<file path="src/inc/ivp_pkg.sv">
// Purpose : Shared constants for interrupt vector placement block
// Assumes : Word-addressed program flash, 12-bit word address
// Notes   : Register map, field positions, fuse decode and window length
package ivp_pkg;
  // ---------------------------------------------------------------
  // Register map
  // ---------------------------------------------------------------
  localparam logic [3:0] REG_CONTROL_OFFSET = 4'h0;  // General interrupt control
  localparam logic [3:0] REG_STATUS_OFFSET  = 4'h4;  // Live state of the block
  localparam logic [3:0] REG_FUSE_OFFSET    = 4'h8;  // Fuse and lock settings
  localparam logic [7:0] CONTROL_RESET      = 8'h00;

  // Control register fields
  localparam int SELECT_BIT = 1;
  localparam int UNLOCK_BIT = 0;
  localparam logic [7:0] CONTROL_RW_MASK = 8'h03;

  // Status register fields
  localparam int STAT_MASKED_BIT   = 0;
  localparam int STAT_BLOCKED_BIT  = 1;
  localparam int STAT_IN_BOOT_BIT  = 2;
  localparam int STAT_COUNT_LSB    = 4;

  // Fuse register fields
  localparam int FUSE_SIZE_LSB     = 0;
  localparam int FUSE_RESET_BIT    = 2;
  localparam int FUSE_APPLOCK_BIT  = 3;
  localparam int FUSE_BOOTLOCK_BIT = 4;
  localparam logic [7:0] FUSE_RESET = 8'h00;  // All fuses programmed (zero)

  // ---------------------------------------------------------------
  // Flash layout
  // ---------------------------------------------------------------
  localparam int ADDR_W = 12;
  localparam logic [11:0] BOOT_START_2K   = 12'h0C00;  // Size fuses 00
  localparam logic [11:0] BOOT_START_1K   = 12'h0E00;  // Size fuses 01
  localparam logic [11:0] BOOT_START_512  = 12'h0F00;  // Size fuses 10
  localparam logic [11:0] BOOT_START_256  = 12'h0F80;  // Size fuses 11
  localparam logic [11:0] FLASH_START     = 12'h0000;

  // ---------------------------------------------------------------
  // Change window
  // ---------------------------------------------------------------
  localparam logic [2:0] WINDOW_CYCLES = 3'h4;

  typedef enum logic [2:0] {
    SEQ_IDLE  = 3'b001,
    SEQ_OPEN  = 3'b010,
    SEQ_TAIL  = 3'b100
  } ivp_seq_e;
endpackage

</file>
<file path="src/rtl/ivp_vector_placement.sv">
// Purpose : Interrupt vector table placement with protected change sequence
// Assumes : Core fetches by 12-bit word address; core gives retire strobe
// Notes   : Avalon-MM slave, one word per register, fixed one wait state
// Notes on behaviour
// RULE_01: With select clear, vectors come from the start of flash.
// RULE_02: With select set, vectors come from the start of the boot section.
// RULE_03: The boot start follows the boot-size fuses only.
// RULE_04: Software sets unlock, then within four cycles writes select with unlock clear.
// RULE_05: Unlock clears itself four cycles after being set or when select is written.
// RULE_06: Interrupts are masked from the unlock cycle until the instruction after the select write completes.
// RULE_07: Without a select write the mask lasts four cycles.
// RULE_08: The masking never touches the core's global enable flag.
// RULE_09: Boot vectors plus application lock block interrupts while running in application code.
// RULE_10: Application vectors plus boot lock block interrupts while running in boot code.
// RULE_11: Control holds select at bit 1 and unlock at bit 0, bits 4..2 read zero, reset clears all.
// RULE_12: With the boot-reset fuse programmed, execution starts at the first boot word.
// RULE_13: A relocated vector address is its default offset plus the boot start.
// RULE_14: Window and mask are counted in clock cycles from the unlock write.
//
// Implementation choices: the placing of the registers and the Avalon-MM slave port.
`timescale 1ns/1ps
`default_nettype none
module ivp_vector_placement (
  // Clock, reset, enable
  input  wire logic        clock,
  input  wire logic        resetn,
  input  wire logic        clockEnable,
  // Avalon-MM slave
  input  wire logic  [3:0] address,
  input  wire logic        read,
  input  wire logic        write,
  input  wire logic [31:0] writedata,
  input  wire logic  [3:0] byteenable,
  output logic      [31:0] readdata,
  output logic             waitrequest,
  // Core side
  input  wire logic  [4:0] vectorIndex,
  input  wire logic [11:0] fetchAddress,
  input  wire logic        instrRetire,
  input  wire logic        irqRequest,
  input  wire logic        globalEnable,
  output logic      [11:0] vectorAddress,
  output logic      [11:0] resetAddress,
  output logic             irqToCore,
  output logic             irqMasked
);
  // ---------------------------------------------------------------
  // Bus handshake
  // ---------------------------------------------------------------
  logic        ackPhase_r;
  logic        access;
  logic        accept;
  logic        wrLow;
  logic [7:0]  wrByte;
  logic [7:0]  control_r;
  logic [7:0]  fuse_r;
  logic [11:0] bootStart;
  logic        unlockSet;
  logic        selectWrite;
  logic        winBusy;
  logic [2:0]  winCount;
  logic        inBoot;
  logic        lockBlock;
  ivp_pkg::ivp_seq_e seq_r;
  ivp_pkg::ivp_seq_e seq_nxt;

  // One wait state: request is held, accepted on the second edge
  assign access      = read | write;
  assign accept      = access & ackPhase_r;
  assign waitrequest = access & ~ackPhase_r;
  assign wrLow       = write & accept & byteenable[0];
  assign wrByte      = writedata[7:0];

  always_ff @(posedge clock or negedge resetn) begin
    if (!resetn) begin
      ackPhase_r <= 1'b0;
    end else if (clockEnable) begin
      ackPhase_r <= access & ~ackPhase_r;
    end
  end

  // ---------------------------------------------------------------
  // Control register and change sequence
  // ---------------------------------------------------------------
  // Unlock write: unlock bit one, sequence idle or reopening
  assign unlockSet   = wrLow && (address == ivp_pkg::REG_CONTROL_OFFSET)
                       && wrByte[ivp_pkg::UNLOCK_BIT]; // RULE_04
  // Select write counts only inside the open window with unlock written zero
  assign selectWrite = wrLow && (address == ivp_pkg::REG_CONTROL_OFFSET)
                       && !wrByte[ivp_pkg::UNLOCK_BIT]
                       && control_r[ivp_pkg::UNLOCK_BIT]; // RULE_04

  ivp_window_counter u_window (
    .clock  (clock),
    .resetn (resetn),
    .enable (clockEnable),
    .load   (unlockSet),   // RULE_14
    .abort  (selectWrite),
    .count  (winCount),
    .busy   (winBusy)
  );

  // Select only changes through the protected sequence
  always_ff @(posedge clock or negedge resetn) begin
    if (!resetn) begin
      control_r <= ivp_pkg::CONTROL_RESET; // RULE_11
    end else if (clockEnable) begin
      if (selectWrite) begin
        control_r[ivp_pkg::SELECT_BIT] <= wrByte[ivp_pkg::SELECT_BIT];
        control_r[ivp_pkg::UNLOCK_BIT] <= 1'b0; // RULE_05
      end else if (unlockSet) begin
        control_r[ivp_pkg::UNLOCK_BIT] <= 1'b1;
      end else if (winCount == 3'h1) begin
        control_r[ivp_pkg::UNLOCK_BIT] <= 1'b0; // RULE_05
      end
    end
  end

  // Fuse and lock settings, written by the programming path over the bus
  always_ff @(posedge clock or negedge resetn) begin
    if (!resetn) begin
      fuse_r <= ivp_pkg::FUSE_RESET;
    end else if (clockEnable) begin
      if (wrLow && (address == ivp_pkg::REG_FUSE_OFFSET)) begin
        fuse_r <= {3'h0, wrByte[4:0]};
      end
    end
  end

  // ---------------------------------------------------------------
  // Masking sequence
  // ---------------------------------------------------------------
  // Idle -> open on unlock; open -> tail on select write; tail ends
  // when the instruction after the select write retires
  always_comb begin
    seq_nxt = seq_r;
    case (seq_r)
      ivp_pkg::SEQ_IDLE: begin
        if (unlockSet) begin
          seq_nxt = ivp_pkg::SEQ_OPEN;
        end
      end
      ivp_pkg::SEQ_OPEN: begin
        if (selectWrite) begin
          seq_nxt = ivp_pkg::SEQ_TAIL; // RULE_06
        end else if (unlockSet) begin
          seq_nxt = ivp_pkg::SEQ_OPEN;
        end else if (winCount == 3'h1) begin
          seq_nxt = ivp_pkg::SEQ_IDLE; // RULE_07
        end
      end
      ivp_pkg::SEQ_TAIL: begin
        if (unlockSet) begin
          seq_nxt = ivp_pkg::SEQ_OPEN;
        end else if (instrRetire) begin
          seq_nxt = ivp_pkg::SEQ_IDLE; // RULE_06
        end
      end
      default: begin
        seq_nxt = ivp_pkg::SEQ_IDLE;
      end
    endcase
  end

  always_ff @(posedge clock or negedge resetn) begin
    if (!resetn) begin
      seq_r <= ivp_pkg::SEQ_IDLE;
    end else if (clockEnable) begin
      seq_r <= seq_nxt;
    end
  end

  // Mask asserts combinationally in the unlock cycle itself
  assign irqMasked = unlockSet || (seq_r != ivp_pkg::SEQ_IDLE); // RULE_06 RULE_07

  // ---------------------------------------------------------------
  // Vector placement
  // ---------------------------------------------------------------
  // Boot start taken from the size fuses alone
  always_comb begin
    case (fuse_r[ivp_pkg::FUSE_SIZE_LSB +: 2])
      2'b00:   bootStart = ivp_pkg::BOOT_START_2K;   // RULE_03
      2'b01:   bootStart = ivp_pkg::BOOT_START_1K;   // RULE_03
      2'b10:   bootStart = ivp_pkg::BOOT_START_512;  // RULE_03
      default: bootStart = ivp_pkg::BOOT_START_256;  // RULE_03
    endcase
  end

  // Registered vector and reset addresses keep the fetch path glitch free
  always_ff @(posedge clock or negedge resetn) begin
    if (!resetn) begin
      vectorAddress <= ivp_pkg::FLASH_START;
    end else if (clockEnable) begin
      if (control_r[ivp_pkg::SELECT_BIT]) begin
        vectorAddress <= bootStart + {7'h00, vectorIndex}; // RULE_02 RULE_13
      end else begin
        vectorAddress <= ivp_pkg::FLASH_START + {7'h00, vectorIndex}; // RULE_01
      end
    end
  end

  // Fuse programmed means zero
  always_ff @(posedge clock or negedge resetn) begin
    if (!resetn) begin
      resetAddress <= ivp_pkg::FLASH_START;
    end else if (clockEnable) begin
      if (!fuse_r[ivp_pkg::FUSE_RESET_BIT]) begin
        resetAddress <= bootStart; // RULE_12
      end else begin
        resetAddress <= ivp_pkg::FLASH_START;
      end
    end
  end

  // ---------------------------------------------------------------
  // Lock-bit blocking and interrupt gate
  // ---------------------------------------------------------------
  assign inBoot    = (fetchAddress >= bootStart);
  assign lockBlock = (control_r[ivp_pkg::SELECT_BIT] && !inBoot
                      && !fuse_r[ivp_pkg::FUSE_APPLOCK_BIT])    // RULE_09
                  || (!control_r[ivp_pkg::SELECT_BIT] && inBoot
                      && !fuse_r[ivp_pkg::FUSE_BOOTLOCK_BIT]);  // RULE_10

  // Global enable is only read here, never written back
  assign irqToCore = irqRequest && globalEnable && !irqMasked && !lockBlock; // RULE_08

  // ---------------------------------------------------------------
  // Read data
  // ---------------------------------------------------------------
  always_ff @(posedge clock or negedge resetn) begin
    if (!resetn) begin
      readdata <= 32'h0000_0000;
    end else if (clockEnable) begin
      if (read && !ackPhase_r) begin
        case (address)
          ivp_pkg::REG_CONTROL_OFFSET:
            readdata <= {24'h00_0000, control_r & ivp_pkg::CONTROL_RW_MASK}; // RULE_11
          ivp_pkg::REG_STATUS_OFFSET:
            readdata <= {25'h000_0000, winCount, 1'b0, inBoot, lockBlock, irqMasked};
          ivp_pkg::REG_FUSE_OFFSET:
            readdata <= {24'h00_0000, fuse_r};
          default:
            readdata <= 32'h0000_0000;
        endcase
      end
    end
  end
endmodule
`default_nettype wire

</file>
<file path="src/rtl/ivp_window_counter.sv">
// Purpose : Down counter for the protected change window
// Assumes : Load and tick are synchronous to clock
// Notes   : Reports busy while nonzero
`timescale 1ns/1ps
`default_nettype none
module ivp_window_counter (
  // Clock and reset
  input  wire logic       clock,
  input  wire logic       resetn,
  input  wire logic       enable,
  // Control
  input  wire logic       load,
  input  wire logic       abort,
  // State
  output logic      [2:0] count,
  output logic            busy
);
  // Load wins over abort so a fresh unlock always opens a full window
  always_ff @(posedge clock or negedge resetn) begin
    if (!resetn) begin
      count <= 3'h0;
    end else if (enable) begin
      if (load) begin
        count <= ivp_pkg::WINDOW_CYCLES;
      end else if (abort) begin
        count <= 3'h0;
      end else if (count != 3'h0) begin
        count <= count - 3'h1;
      end
    end
  end

  assign busy = (count != 3'h0);
endmodule
`default_nettype wire

</file>
<file path="config.mk">
export PLATFORM = sky130hd
export DESIGN_NAME = ivp_vector_placement
export DESIGN_NICKNAME = d
export VERILOG_FILES = /design/src/inc/ivp_pkg.sv /design/src/rtl/ivp_vector_placement.sv /design/src/rtl/ivp_window_counter.sv
export SDC_FILE = /design/constraint.sdc
export NUM_CORES = 1
export LEC_CHECK = 0
export BUFFER_PORTS_ARGS = -buffer_cell sky130_fd_sc_hd__buf_2
export CAP_MARGIN = 10
export CORE_MARGIN = 8
export CORE_UTILIZATION = 49
export CTS_BUF_LIST = sky130_fd_sc_hd__clkbuf_4
export DETAILED_ROUTE_END_ITERATION = 6
export PLACE_DENSITY = 0.86
export SLEW_MARGIN = 10
export SYNTH_ARGS = -nofsm -noshare
export SYNTH_HDL_FRONTEND = slang
export SYNTH_HIERARCHICAL = 1
export SYNTH_SLANG_ARGS = --single-unit
</file>
<file path="constraint.sdc">
create_clock -name clock -period 3.6 [get_ports clock]
set_input_delay 1.08 -clock clock [delete_from_list [all_inputs] [get_ports clock]]
set_output_delay 1.08 -clock clock [all_outputs]
set_load 0.02 [all_outputs]
</file>
[Word-level counts from Yosys, hierarchy flattened]
Index checks and enable logic that the tools add are counted.
Storage, ports and cells
  flip-flop bits (word level): 70
  input bits: 65
  output and inout port bits: 59
  logic and storage cells: 81
Cells by class
  add/subtract/negate cells: 2
  order comparisons: 1
  equal/unequal tests: 12
  muxes and demuxes: 17
  bitwise logic cells: 6
  reductions and logical operators: 34
Operators by type and width (count)
  $pmux 10 s3: 1
  $mux 3: 9
  $mux 12: 2
  $pmux 7 s3: 1
  $logic_and 1x1->1: 13
  $add 12x5->12: 1
  $ge 12x12->1: 1
  $reduce_and 2->1: 5
  $pmux 3 s3: 1
  $reduce_bool 3->1: 3
  $logic_not 1->1: 8
  $eq 3x1->1 const B: 2
  $and 1x1->1: 4
  $eq 4x3->1 const B: 1
  $eq 4x4->1 const B: 1
  $logic_not 4->1: 1
  $ne 4x4->1 const B: 1
  $reduce_and 4->1: 1
  $eq 3x2->1 const B: 1
  $eq 3x3->1 const B: 1
  $mux 1: 3
  $ne 3x1->1 const B: 1
  $ne 3x3->1 const B: 1
  $sub 3x1->3 const B: 1
  other kinds (7): 8

[Longest topological paths before layout]
  word-level depth: 10
  depth in mapped cells: 7
  depth with buffers taken out: 7

[Cells and area by module]
Netlist, hierarchy kept.
Modules (own cells, without submodules)
  ivp_vector_placement: instances 1, cells each 193, area each 1918.1 um^2
  ivp_window_counter: instances 1, cells each 19, area each 210.2 um^2

[Worst setup path before layout]
OpenSTA, ideal clock, no wires.
  kind: input to output
  start point: in fetchAddress[3]
  end point: out irqToCore
  arrival: 2409 ps
  data required time: 2520 ps
  setup slack: 111 ps
  stages on the path: 4
  path buffers: 0
  path through: or4_1 -> nor3_2 -> nor4b_1 -> nor3_1
On the way
  longest elaborated chain between the ends: 7
  elaborated cells between the ends (all ways): 9
  classes of those cells: order compare (1); reduce/logical (8)
RTL lines
  start: declaration: RTL line ivp_vector_placement.sv:38  | input wire logic [11:0] fetchAddress,
  $ge 12x12->1 (*): RTL line ivp_vector_placement.sv:218  | assign inBoot = (fetchAddress >= bootStart);
  $logic_not 1->1: RTL line ivp_vector_placement.sv:219  | assign lockBlock = (control_r[ivp_pkg::SELECT_BIT] && !inBoot
  $logic_and 1x1->1: RTL line ivp_vector_placement.sv:219
  $logic_and 1x1->1: RTL line ivp_vector_placement.sv:220  | && !fuse_r[ivp_pkg::FUSE_APPLOCK_BIT])
  $logic_or 1x1->1 (*): RTL line ivp_vector_placement.sv:221  | || (!control_r[ivp_pkg::SELECT_BIT] && inBoot
  $logic_not 1->1 (*): RTL line ivp_vector_placement.sv:225  | assign irqToCore = irqRequest && globalEnable && !irqMasked && !lockBlock;
  $logic_and 1x1->1 (*): RTL line ivp_vector_placement.sv:225
  end: declaration: RTL line ivp_vector_placement.sv:44  | output logic irqToCore,
Every way passes the cells marked *; elsewhere a longest branch is shown, timed or not.

[Worst setup path after layout]
  start point: in address[1]
  end point: out irqToCore
On the way
  longest elaborated chain between the ends: 7
RTL lines
  start: declaration: RTL line ivp_vector_placement.sv:29  | input wire logic [3:0] address,
  $logic_not 4->1: RTL line ivp_vector_placement.sv:86  | assign unlockSet = wrLow && (address == ivp_pkg::REG_CONTROL_OFFSET)
  $logic_and 1x1->1: RTL line ivp_vector_placement.sv:86
  $logic_and 1x1->1: RTL line ivp_vector_placement.sv:87  | && wrByte[ivp_pkg::UNLOCK_BIT];
  named net unlockSet: RTL line ivp_vector_placement.sv:58  | logic unlockSet;
  $logic_or 1x1->1: RTL line ivp_vector_placement.sv:174  | assign irqMasked = unlockSet || (seq_r != ivp_pkg::SEQ_IDLE);
  $logic_not 1->1: RTL line ivp_vector_placement.sv:225
  $logic_and 1x1->1 (2 in a row): RTL line ivp_vector_placement.sv:225
The timed path passes the listed nets, and every way through them passes these cells.

==> impl_metrics.csv <==
group,metric,value,unit
outcome,status,"finished clean",
routing,antenna_left,0,
placement,dp_cells,320,
cts,clk_pin_slew,0.10,ns
sta,relSlewSlack,0.504,
logic_synthesis,ys.flop_type,"dfrtp_1",
critical_path,cp_max_fo,4,
die,die_y,81.9,um
cts,cts_tree,"built",
power,clkPwrFrac,0.193,
sta,setup_viol,0,
global_route,antenna_found_initial,0,
logic_synthesis,ys_types,57,
critical_path,cp.required,2.52,ns
cells_and_area,fin_cells,328,
critical_path,crit_arrival,2.43,ns
cells_and_area,final_cell_mix,"buf_2, conb_1, dfrtp_1",
routing,drc,0,
sta,finalHoldViolations,0,
logic_synthesis,synth_edf_count,0,
cells_and_area,diodes,0,
sta,worst-slew-pin-transition,0.745,ns
cts,numCtsBuffers,5,
logic_synthesis,synth_cells,212,
power,comb_power_share,0.348,
cts,cts_buffer_depth,2,
logic_synthesis,postSynthAreaPerCell,10.0,um^2
global_route,track_usage,0.147,
cts,cts-root-buf,"clkbuf_4",
die,boundaryPins,124,
global_route,gr-total-overflow,0,
cells_and_area,fin_area,2410,um^2
logic_synthesis,ys_warn_count,6,
power,vdd.ir_drop.worst,0.238,mV
cts,clock_latency,0.34,ns
sta,layout_min_cycle_time,3.51,ns
cells_and_area,area_delta_synth_final,13.5,%
placement,dpl_cell_area,2360,um^2
sta,finClkSkew,0.0180,ns
global_route,first_global_vias,1672,
logic_synthesis,synth-async-reset-ratio,1.00,
global_route,grt_pass1_wl,7.79,mm
routing,drt_pass1_iterations,4,
power,p_sw_frac,0.377,
sta,fin_crit_sh,0.974,
sta,layout_setup_ws,0.0919,ns
sta,max_freq,285,MHz
cts,h-tree-depth,2,
power,p_sw,409,uW
placement,place_worst_setup_slack,0.0895,ns
global_route,grt_max_degree,35,
sta,setup_tns,0,ns
die,fp.dieW,81.9,um
die,die-area,6710,um^2
placement,place_congestion,0.854,
placement,port_buffers,59,
critical_path,cp-end-kind,"output pin",
die,num_rows,24,
power,p_leak,1.24,nW
cts,clkSinkCount,34,
placement,hpwl,3.92,mm
cts,postCtsHoldBufs,0,
power,p_int,677,uW
hold_path,worst_hold_path_type,"reg -> reg",
logic_synthesis,ys_ff_latch,34,
logic_synthesis,yosysTopAreaCellShare,0.388,
logic_synthesis,syn_area,2130,um^2
power,p_per_area,450,nW/um^2
cts,post-cts-setup-buffers,0,
routing,wl_per_cell,14.8,um
critical_path,crit_type,"in -> out",
die,start_util,0.499,
logic_synthesis,ys_seq_area_frac,0.400,
sta,finalMaxSlewViolations,0,
routing,wl,4.86,mm
power,seqPwrFrac,0.459,
sta,rsz0062_at_grt,"false",
run,maxCapViolCount,0,
cells_and_area,drive_gt1_frac,0.319,
routing,num_vias,1692,
logic_synthesis,synthTopCellsByArea,"dfrtp_1, buf_4, mux2_1, ha_1, nand2_1",
routing,viasPerCell,5.16,
routing,drt_iter0_markers,89,
cells_and_area,nets,345,
logic_synthesis,synth_top_cell_by_area,"dfrtp_1",
critical_path,startpoint_type,"input pin",
cells_and_area,layout_commonest_cell,"buf_2",
die,coreArea,4260,um^2
## synthesized netlist by cell type, types with 2 or more instances
cell type	number
nand2b_1	3
o2bb2ai_1	5
mux2_1	11
mux2_2	2
a22oi_1	2
and2_1	2
o21ai_1	3
o211ai_1	3
o21ai_0	6
nor2b_1	3
nand4b_1	2
or2_1	2
mux2i_1	2
clkbuf_1	2
dfrtp_1	33
nor2_1	8
a31oi_1	2
nand3b_1	4
o31ai_1	2
ha_1	5
a21oi_1	6
buf_2	3
a22o_1	2
nand2_1	13
inv_1	12
nand3_1	3
nor3_2	2
buf_4	36
o22ai_1	2
nor3_1	4
## final cells by class
cell class,instances,area (um^2)
clock buffer,6,45.0
clock inverter,2,8.76
fill,398,1850
inverter,14,57.6
multi-input combinational,156,1050
sequential,34,852
tap,52,65.1
timing repair buffer,64,333
## path summary, 6_finish.rpt
kind	cells past startpoint	slack (ns)	end	startpoint
max in group asynchronous	1	2.32	readdata[5]$_DFFE_PN0P_	resetn
worst max-delay path	8	0.09	irqToCore	address[1]
min in group asynchronous	1	0.79	vectorAddress[3]$_DFFE_PN0P_	resetn
worst min-delay path	1	0.49	vectorAddress[2]$_DFFE_PN0P_	vectorAddress[2]$_DFFE_PN0P_
worst max register to register	6	1.68	readdata[1]$_DFFE_PN0P_	fuse_r[1]$_DFFE_PN0P_
worst min register to register	1	0.49	vectorAddress[2]$_DFFE_PN0P_	vectorAddress[2]$_DFFE_PN0P_
## what timing repair did
action,CTS,global route
gates resized for setup,0,1
endpoints found under the setup margin,0,1
endpoints found under the hold margin,0,0
## power by group through the flow
stage | clock network [mW] | registers (mW) | logic (mW)
floorplan | 0 | 0.523 | 0.269
finish | 0.210 | 0.498 | 0.378
global route | 0.235 | 0.510 | 0.414
global placement | 0 | 0.502 | 0.362
detailed placement | 0 | 0.506 | 0.376
CTS | 0.215 | 0.498 | 0.379
## through the flow
stage / hold slack [ns] / power (mW) / utilization
2_1_floorplan: 0.462 / 0.792 / -
3_3_place_gp: 0.464 / 0.864 / 0.553
3_5_place_dp: 0.472 / 0.882 / 0.553
4_1_cts: 0.498 / 1.09 / 0.565
5_1_grt: 0.511 / 1.16 / 0.566
6_report: 0.490 / 1.09 / 0.566
## per-layer routing
layer / routed length [um] / up-vias / global-route usage
met5: 0 / - / 0
met4: 57 / 0 / 0.0509
met3: 530 / 5 / 0.0438
met2: 2350 / 67 / 0.246
met1: 1920 / 810 / 0.175
li1: - / 810 / -
## critical path: stages
cell	delay, ns
buf_2	0.12
or4_4	0.57
nor2_4	0.15
nand2_4	0.09
clkinv_4	0.05
nand4b_1	0.13
nor3_1	0.07
buf_2	0.17
## state kept, by name, indices dropped and copies added, names as in the netlist
name	flops
ackPhase_r	1
control_r	2
fuse_r	5
readdata	7
resetAddress	4
seq_r	3
u_window/count	3
vectorAddress	9
## cell families after synthesis
| logic type | count (synthesis) | share of synthesized area |
|---|---|---|
| and+or+nand+nor | 59 | 0.180 |
| buffers and inverters | 55 | 0.165 |
| AOI/OAI and AO/OA | 42 | 0.142 |
| DFF | 34 | 0.400 |
| muxes | 15 | 0.0782 |
| adders and majority gates | 5 | 0.0294 |
| other | 1 | 0.00176 |
| xor gates and xnor gates | 1 | 0.00412 |
Note: power is estimated with default switching activity, not from simulation.
